`src/bst_sync.sv`:
```
// holds the tap package (states, instruction codes, widths) and the pin synchroniser
// assumes every tap pin is asynchronous to clk and changes far slower than clk
package bst_pkg;
	// ----------------------------------------------------------------
	// widths and instruction codes
	// ----------------------------------------------------------------
	localparam int IR_LEN = 4;
	localparam int ID_LEN = 32;
	localparam logic [IR_LEN-1:0] IR_EXTEST = 4'h0;
	localparam logic [IR_LEN-1:0] IR_IDCODE = 4'h1;
	localparam logic [IR_LEN-1:0] IR_SAMPLE = 4'h2;
	localparam logic [IR_LEN-1:0] IR_BYPASS = 4'hF;
	localparam logic [IR_LEN-1:0] IR_CAPTURE = 4'h1;
	localparam int SYNC_W = 5;

	// ----------------------------------------------------------------
	// controller states
	// ----------------------------------------------------------------
	typedef enum logic [3:0] {
		ST_TLR = 4'hF,
		ST_RTI = 4'hC,
		ST_SEL_DR = 4'h7,
		ST_CAP_DR = 4'h6,
		ST_SH_DR = 4'h2,
		ST_EX1_DR = 4'h1,
		ST_PA_DR = 4'h3,
		ST_EX2_DR = 4'h0,
		ST_UPD_DR = 4'h5,
		ST_SEL_IR = 4'h4,
		ST_CAP_IR = 4'hE,
		ST_SH_IR = 4'hA,
		ST_EX1_IR = 4'h9,
		ST_PA_IR = 4'hB,
		ST_EX2_IR = 4'h8,
		ST_UPD_IR = 4'hD
	} bst_state_e;
endpackage : bst_pkg

`timescale 1ns/1ps

module bst_sync #(
	parameter int W = 1
) (
	input wire logic clk,
	input wire logic rst,
	input wire logic [W-1:0] d,
	output logic [W-1:0] q
);
	typedef struct packed {
		logic [W-1:0] meta;
		logic [W-1:0] stable;
	} bst_sync_s;

	bst_sync_s s_r;
	bst_sync_s s_nxt;

	// first stage feeds only the second stage
	always_comb
	begin
		s_nxt.meta = d;
		s_nxt.stable = s_r.meta;
	end

	// two flip-flops per pin
	always_ff @(posedge clk or posedge rst)
	begin
		if (rst)
			s_r <= '0;
		else
			s_r <= s_nxt;
	end

	assign q = s_r.stable;
endmodule : bst_sync

```
`src/bst_tap.sv`:
```
// test access port for boundary scan: controller, instruction, bypass, id and boundary registers
// assumes the tap pins come from an outside tester; tap_clock is sampled by clk, far slower than clk
// Notes on behaviour
// - a low tap_reset_n resets the controller at once, without tap_clock
// - leaving reset puts the identification instruction in place, port usable
// - framer_compat_select high holds the controller in reset
// - tap_mode_select sampled at each tap_clock rise steps the controller
// - tap_serial_in is captured into the shifting register at tap_clock rises
// - tap_serial_out changes only at tap_clock falls and when a reset clears it
// - compat select low gives native mode, high gives legacy mode
`timescale 1ns/1ps

module bst_tap
	import bst_pkg::*;
#(
	parameter int BSR_LEN = 8,
	parameter logic [ID_LEN-1:0] IDCODE_VAL = 32'h0000_0001 // arbitrary value
) (
	input wire logic clk,
	input wire logic rst,
	input wire logic tap_clock,
	input wire logic tap_reset_n,
	input wire logic tap_mode_select,
	input wire logic tap_serial_in,
	input wire logic framer_compat_select,
	input wire logic [BSR_LEN-1:0] bsr_capture,
	output logic tap_serial_out,
	output logic tap_serial_out_oe_n,
	output logic [BSR_LEN-1:0] bsr_update,
	output logic extest_active,
	output logic legacy_mode
);
	// ----------------------------------------------------------------
	// elaboration checks
	// ----------------------------------------------------------------
	if (BSR_LEN < 2)
	begin : g_bad_len
		$error("boundary register needs at least two cells");
	end
	if (IDCODE_VAL[0] != 1'b1)
	begin : g_bad_id
		$error("id value must end in a one");
	end

	// ----------------------------------------------------------------
	// pin synchronisers
	// ----------------------------------------------------------------
	logic [SYNC_W-1:0] pins_s;
	logic tck_s, tms_s, tdi_s, fcs_s, trst_n_s;

	bst_sync #(
		.W(SYNC_W)
	) u_sync (
		.clk(clk),
		.rst(rst),
		.d({tap_clock, tap_mode_select, tap_serial_in, framer_compat_select, tap_reset_n}),
		.q(pins_s)
	);
	assign {tck_s, tms_s, tdi_s, fcs_s, trst_n_s} = pins_s;

	// ----------------------------------------------------------------
	// state
	// ----------------------------------------------------------------
	typedef struct packed {
		bst_state_e st;
		logic [IR_LEN-1:0] ir_sh;
		logic [IR_LEN-1:0] ir;
		logic [ID_LEN-1:0] id_sh;
		logic byp;
		logic [BSR_LEN-1:0] bsr_sh;
		logic [BSR_LEN-1:0] bsr_upd;
		logic tck_prev;
		logic tdo;
		logic tdo_oe_n;
		logic legacy;
	} bst_tap_s;

	bst_tap_s s_r;
	bst_tap_s s_nxt;
	logic tap_rst;
	logic rise;
	logic fall;
	logic shifting;

	// the pin resets the controller directly, not through the synchroniser
	assign tap_rst = rst | ~tap_reset_n;
	assign rise = tck_s & ~s_r.tck_prev & trst_n_s; // no step until the reset release has settled
	assign fall = ~tck_s & s_r.tck_prev;
	assign shifting = (s_r.st == ST_SH_IR) || (s_r.st == ST_SH_DR);

	// next controller state from the sampled mode select
	function automatic bst_state_e step(input bst_state_e cur, input logic tms);
		unique case (cur)
			ST_TLR: step = tms ? ST_TLR : ST_RTI;
			ST_RTI: step = tms ? ST_SEL_DR : ST_RTI;
			ST_SEL_DR: step = tms ? ST_SEL_IR : ST_CAP_DR;
			ST_CAP_DR: step = tms ? ST_EX1_DR : ST_SH_DR;
			ST_SH_DR: step = tms ? ST_EX1_DR : ST_SH_DR;
			ST_EX1_DR: step = tms ? ST_UPD_DR : ST_PA_DR;
			ST_PA_DR: step = tms ? ST_EX2_DR : ST_PA_DR;
			ST_EX2_DR: step = tms ? ST_UPD_DR : ST_SH_DR;
			ST_UPD_DR: step = tms ? ST_SEL_DR : ST_RTI;
			ST_SEL_IR: step = tms ? ST_TLR : ST_CAP_IR;
			ST_CAP_IR: step = tms ? ST_EX1_IR : ST_SH_IR;
			ST_SH_IR: step = tms ? ST_EX1_IR : ST_SH_IR;
			ST_EX1_IR: step = tms ? ST_UPD_IR : ST_PA_IR;
			ST_PA_IR: step = tms ? ST_EX2_IR : ST_PA_IR;
			ST_EX2_IR: step = tms ? ST_UPD_IR : ST_SH_IR;
			ST_UPD_IR: step = tms ? ST_SEL_DR : ST_RTI;
		endcase
	endfunction : step

	// data register bit that leaves on the serial output
	function automatic logic dr_bit(input bst_tap_s s);
		unique case (s.ir)
			IR_IDCODE: dr_bit = s.id_sh[0];
			IR_EXTEST, IR_SAMPLE: dr_bit = s.bsr_sh[0];
			default: dr_bit = s.byp;
		endcase
	endfunction : dr_bit

	// ----------------------------------------------------------------
	// controller and registers
	// ----------------------------------------------------------------
	always_comb
	begin
		s_nxt = s_r;
		s_nxt.tck_prev = tck_s;
		s_nxt.legacy = fcs_s;
		if (fcs_s)
		begin
			// legacy mode keeps the port in reset
			s_nxt.st = ST_TLR;
			s_nxt.ir = IR_IDCODE;
			s_nxt.tdo_oe_n = 1'b1;
		end
		else if (rise)
		begin
			s_nxt.st = step(s_r.st, tms_s);
			unique case (s_r.st)
				ST_CAP_IR: s_nxt.ir_sh = IR_CAPTURE;
				ST_SH_IR: s_nxt.ir_sh = {tdi_s, s_r.ir_sh[IR_LEN-1:1]};
				ST_UPD_IR: s_nxt.ir = s_r.ir_sh;
				ST_CAP_DR:
				begin
					s_nxt.byp = 1'b0;
					s_nxt.id_sh = IDCODE_VAL;
					s_nxt.bsr_sh = bsr_capture;
				end
				ST_SH_DR:
				begin
					// only the register chosen by the instruction moves
					unique case (s_r.ir)
						IR_IDCODE: s_nxt.id_sh = {tdi_s, s_r.id_sh[ID_LEN-1:1]};
						IR_EXTEST, IR_SAMPLE: s_nxt.bsr_sh = {tdi_s, s_r.bsr_sh[BSR_LEN-1:1]};
						default: s_nxt.byp = tdi_s;
					endcase
				end
				ST_UPD_DR:
				begin
					if (s_r.ir == IR_EXTEST || s_r.ir == IR_SAMPLE)
						s_nxt.bsr_upd = s_r.bsr_sh;
				end
				default:
				begin
				end
			endcase
			// test logic reset always restores the id instruction
			if (s_nxt.st == ST_TLR)
				s_nxt.ir = IR_IDCODE;
		end
		else if (fall)
		begin
			// output moves only on the falling edge
			s_nxt.tdo = (s_r.st == ST_SH_IR) ? s_r.ir_sh[0] : dr_bit(s_r);
			s_nxt.tdo_oe_n = ~shifting;
		end
	end

	// state register with the tap reset folded in
	always_ff @(posedge clk or posedge tap_rst)
	begin
		if (tap_rst)
		begin
			s_r <= '0;
			s_r.st <= ST_TLR;
			s_r.ir <= IR_IDCODE;
			s_r.tdo_oe_n <= 1'b1;
		end
		else
			s_r <= s_nxt;
	end

	// outputs straight from flops, except extest_active, decoded from the instruction register
	assign tap_serial_out = s_r.tdo;
	assign tap_serial_out_oe_n = s_r.tdo_oe_n;
	assign bsr_update = s_r.bsr_upd;
	assign extest_active = (s_r.ir == IR_EXTEST);
	assign legacy_mode = s_r.legacy;
endmodule : bst_tap

```
`config.mk`:
```
export PLATFORM = sky130hd
export DESIGN_NAME = bst_tap
export DESIGN_NICKNAME = d
export VERILOG_FILES = /design/src/bst_sync.sv /design/src/bst_tap.sv
export SDC_FILE = /design/constraint.sdc
export NUM_CORES = 1
export LEC_CHECK = 0
export CAP_MARGIN = 15
export CORE_MARGIN = 4
export CORE_UTILIZATION = 62
export CTS_CLUSTER_DIAMETER = 100
export DETAILED_ROUTE_END_ITERATION = 8
export DONT_BUFFER_PORTS = 1
export PLACE_DENSITY = 0.78
export SYNTH_ARGS = -nofsm -noshare
export SYNTH_HDL_FRONTEND = slang
export SYNTH_SLANG_ARGS = --single-unit
```
`constraint.sdc`:
```
create_clock -name clk -period 5.4 [get_ports clk]
set_input_delay 0.27 -clock clk [delete_from_list [all_inputs] [get_ports clk]]
set_output_delay 0.27 -clock clk [all_outputs]
set_load 0.02 [all_outputs]
```
Word level (Yosys, flattened, before mapping)
Index checks and enable logic that the tools add are counted.
{ "op_classes": {"n_eq_ne": 22, "mux": 32, "bitwise_logic": 10, "n_reduce_logical": 22} }
{ "op_table": {"columns": ["op", "n"], "rows": [
  ["$pmux W41 S2", 1],
  ["$mux W61", 1],
  ["$pmux W4 S12", 1],
  ["$eq A4 B4 Y1 const B", 9],
  ["$mux W32", 1],
  ["$mux W4", 7],
  ["$mux W8", 3],
  ["$eq A4 B3 Y1 const B", 4],
  ["$reduce_and A4 Y1", 4],
  ["$eq A4 B2 Y1 const B", 3],
  ["$mux W2", 6],
  ["$mux W3", 4],
  ["$eq A4 B1 Y1 const B", 2],
  ["$logic_not A4 Y1", 2],
  ["$pmux W4 S2", 1],
  ["$reduce_bool A2 Y1", 4],
  ["$mux W1", 6],
  ["$ne A2 B1 Y1 const B", 3],
  ["$not A1 Y1", 6],
  ["$reduce_and A3 Y1", 2],
  ["$reduce_or A2 Y1", 3],
  ["$reduce_or A3 Y1", 2],
  ["$reduce_and A2 Y1", 2],
  ["$and A1 B1 Y1", 3],
  ["5 further kinds", 6]
]} }
{ "word_totals": {"ff_bits": 75, "output_inout_bits": 12, "word_cells": 99} }

Depth between registers and ports, before layout
{ "logic_depth": {"word_depth": 9, "ltp_mapped": 7, "ltp_nobuf": 4} }

Cells and area by module
A second synthesis with hierarchy kept.
{ "hier_totals": {"hier_cells": 317, "area_unflattened_um2": 3243.1} }
{ "by_module_without_submodules": {"columns": ["module", "instances", "cells_each", "area_each_um2", "seq_area_each_um2"], "rows": [
  ["bst_tap", 1, 306, 2989.1, 1634.1],
  ["bst_sync", 1, 11, 254.0, 250.2]
]} }

Worst setup path before layout
No wires, ideal clock.
{ "synth_path": {"kind": "flip-flop to flip-flop", "startpoint": "reg s_r[62] (netlist bit)", "endpoint": "reg s_r[13] (netlist bit)", "t_arrival_ns": 1.556, "setup_slack_ns": 3.705, "path_stages_with_launch": 8, "n_path_buf": 3, "synth_period_minus_slack_ns": 1.695, "path_cell_list": "dfstp_2 -> buf_2 -> nor3b_2 -> and2_1 -> buf_2 -> buf_6 -> mux2i_1 -> o21ai_0"} }
{ "synth_between": {"elab_chain_cells": 3} }
{ "synth_rtl": {"columns": ["item", "line_no", "rtl"], "rows": [
  ["from (decl)", "bst_tap.sv:78", "bst_tap_s s_r;"],
  ["from (signal assigned)", "bst_tap.sv:191", "s_r <= s_nxt;"],
  ["$eq A4 B2 Y1 / $eq A4 B3 Y1 (equally long branches)", "bst_tap.sv:140", "unique case (s_r.st)"],
  ["$ne A2 B1 Y1 (no source line) / $reduce_bool A2 Y1 (equally long branches)", null, null],
  ["$reduce_and A4 Y1 (no source line)", null, null]
]} }
Parallel ways exist; a longest one is shown, timed or not.
A chain may end at the register's enable or synchronous reset.

Worst setup path in the final report
{ "layout_path": {"startpoint": "reg s_r[62] (netlist bit)", "endpoint": "reg s_r[17] (netlist bit)"} }
Same word-level chain as after synthesis.

==> results.cfg <==
[synthesis]
yosys_warnings = 0
postSynth.asyncResetShare_pct = 100
netlist_area_sq_mm = 0.00322
yosysTopAreaCell = dfrtp_1
synthDominantCellAreaShare_pct = 53.6
synth_fp_nets = 325
synth-edff-count = 0
synth_cells = 310
syn_avg_cell_area_sq_um = 10.4
synthFlopType = dfrtp_1
synth_area_leaders = dfrtp_1 (54%), nand2_1 (8.9%), o21ai_0 (8.1%), dfstp_2 (4.9%), mux2_4 (3.7%)
yosysSeqAreaShare_pct = 58.5
synth_cell_types = 41
synth.most_common_cell = nand2_1
synth_seq_cells = 75
synth_commonest_cells = nand2_1 (76), dfrtp_1 (69), o21ai_0 (52), clkbuf_1 (9), mux2i_1 (9)

[clock_tree]
numCtsBuffers = 9
hold_buffers = 6
cts_root_buffer = clkbuf_8
post_cts_buffers = 0
clk_path_buf_depth = 2
cts_tree = yes
clkSinkCount = 75
clock_latency_ns = 0.34
cts.htree.levels = 3
cts.repair.resized = 0
clkTransAtPathRegs_ns = 0.07

[die]
start_util_pct = 66.0
rows = 25
fp.coreArea_sq_mm = 0.00488
die_h_um = 80.1
dieArea_sq_mm = 0.00641
io_pins = 27
dieWidth_um = 80.1

[power]
vdd_drop_max_v = 0.000258
p_leak_nw = 1.51
total_power_mw = 1.04
power_density_mw_per_mm2 = 303

[route]
wl_per_cell_um = 14.6
final_antenna_net_count = 0
vias = 2092
initialDrtViolationCount = 140
vias_per_cell = 5.58
drc = 0
totalWireLength_um = 5470
first_pass_iters = 4

[setup_path]
crit_path_end_kind = flop
r2r_start = s_r[62]$_DFFE_PP1N_
cp.arrival_ns = 2.34
cp_slowest_stage_delay_ns = 0.63
r2r_setup_slack_ns = 3.24
r2r-end = s_r[17]$_DFFE_PP0P_
crit_path_start_kind = flop
cp_top_family = flip-flops
crit_slowest_cell = dfstp_2
worstPathMaxFanout = 34
required_ns = 5.58
path_buf_inv = 1
crit_path_cell_trace = nor3b_2 -> and2_1 -> buf_4 -> mux2i_1 -> o21ai_0
setup.worst_path.class = reg -> reg
r2r_cells = 5

[global_route]
grt_pass1_wl_um = 9550
antenna_found_initial = 0
grt_pass1_vias = 2107
grt_use_total_pct = 19.3
grt-ovfl-total = 0
grt_max_degree = 66

[flow_run]
cap_violations = 0

[sta]
rsz0062_at_grt = false
final-hold-violation-count = 0
fin_tns_setup_ns = 0
finalCriticalPeriod_ns = 2.16
period_share_pct = 40.0
relSlewSlack_pct = 28.8
maxSlewViolCount = 0
fin_skew_ns = 0.0122
fmax_ghz = 0.463
worst_pin_slew_ns = 1.06
finalSetupViolations = 0

[final_layout]
antenna_cells = 0
final_cells = 375
drive_gt1_share_pct = 12.0
area_growth_pct = 6.37
final_nets = 318

[placement]
placed_cells_incl_taps = 353
place.gp.congestion = 0.839
io_buffers = 0
place_hpwl_um = 3590

[status]
status = finished clean

[hold_path]
min_path_type = in -> async
## how the worst max path moves through the flow
stage | from | to | slack, ns | cells after the start
2_1_floorplan | rst | bsr_update[0]$_DFFE_PP0P_ | 1.14 | 1
3_3_place_gp | s_r[3]$_DFF_PP0_ | bsr_update[6]$_DFFE_PP0P_ | 3.37 | 4
3_5_place_dp | s_r[62]$_DFFE_PP1N_ | s_r[17]$_DFFE_PP0P_ | 3.27 | 5
4_1_cts | s_r[62]$_DFFE_PP1N_ | s_r[17]$_DFFE_PP0P_ | 3.26 | 5
5_1_grt | s_r[62]$_DFFE_PP1N_ | s_r[13]$_DFFE_PP0P_ | 3.07 | 5
6_report | s_r[62]$_DFFE_PP1N_ | s_r[17]$_DFFE_PP0P_ | 3.24 | 5
## cell type report
cell class	count	area [sq um]
tap	67	83.8
fill	367	1450
sequential	75	1880
inverter	7	26.3
clock buffer	11	141
multi-input combinational	201	1150
timing repair buffer	9	82.6
clock inverter	5	52.6
## report_power, final
part	leakage, nW	switching [mW]	total, mW	internal (mW)
registers	0.961	0.0163	0.590	0.574
logic	0.451	0.0200	0.0342	0.0142
clock network	0.0991	0.191	0.415	0.224
## layer usage
metal	global-route usage (%)	routed length, um	vias up
li1	-	-	1027
met1	26.1	2600	1009
met2	29.4	2540	45
met3	4.04	229	11
met4	10.3	104	0
met5	0	0	-
## flip-flops by register name, summed over array words and instances (netlist names)
signal / cells
s_r: 54
bsr_update: 8
u_sync.q: 5
u_sync.s_nxt: 5
legacy_mode: 1
tap_serial_out: 1
tap_serial_out_oe_n: 1
## cell families after synthesis
family	count (synthesis)	share of synthesized area, %
AO/OA/AOI/OAI	71	12.4
buffers and inverters	34	5.87
flip-flops	75	58.5
multiplexers	17	6.53
AND/OR/NAND/NOR	113	16.7
## through the flow
| stage | hold slack, ns | util, % | instance area, sq um | setup slack (ns) |
|---|---|---|---|---|
| finish | 0.0986 | 70.2 | 3430 | 3.24 |
| global route | 0.138 | 70.2 | 3430 | 3.07 |
| CTS | 0.101 | 70.2 | 3430 | 3.26 |
| detailed placement | 0.143 | 65.0 | 3170 | 3.27 |
| global placement | 0.141 | 65.0 | 3170 | 3.37 |
| floorplan | 0.110 | - | 3220 | 1.14 |
## worst register-to-register path, cell delays in order (launching register included)
cell and delay (ns):
dfstp_2 0.63, nor3b_2 0.31, and2_1 0.29, buf_4 0.40
mux2i_1 0.28, o21ai_0 0.09
## placed cells by master, fill, tap and decap left out, types with 3 or more instances in the layout
| master | count |
|---|---|
| inv_1 | 7 |
| buf_4 | 3 |
| dfstp_2 | 6 |
| nand3b_1 | 5 |
| nor2_1 | 6 |
| mux2i_1 | 9 |
| dlygate4sd3_1 | 6 |
| o21ai_0 | 52 |
| nor3_1 | 4 |
| nand3_1 | 3 |
| dfrtp_1 | 69 |
| mux2_4 | 8 |
| a31oi_1 | 3 |
| nor2b_1 | 3 |
| nand2_1 | 76 |
| clkbuf_8 | 10 |
| clkinv_2 | 3 |
| o211ai_1 | 3 |
| a21oi_1 | 3 |
| a22o_1 | 3 |
Power figures use the tool's default switching activity.
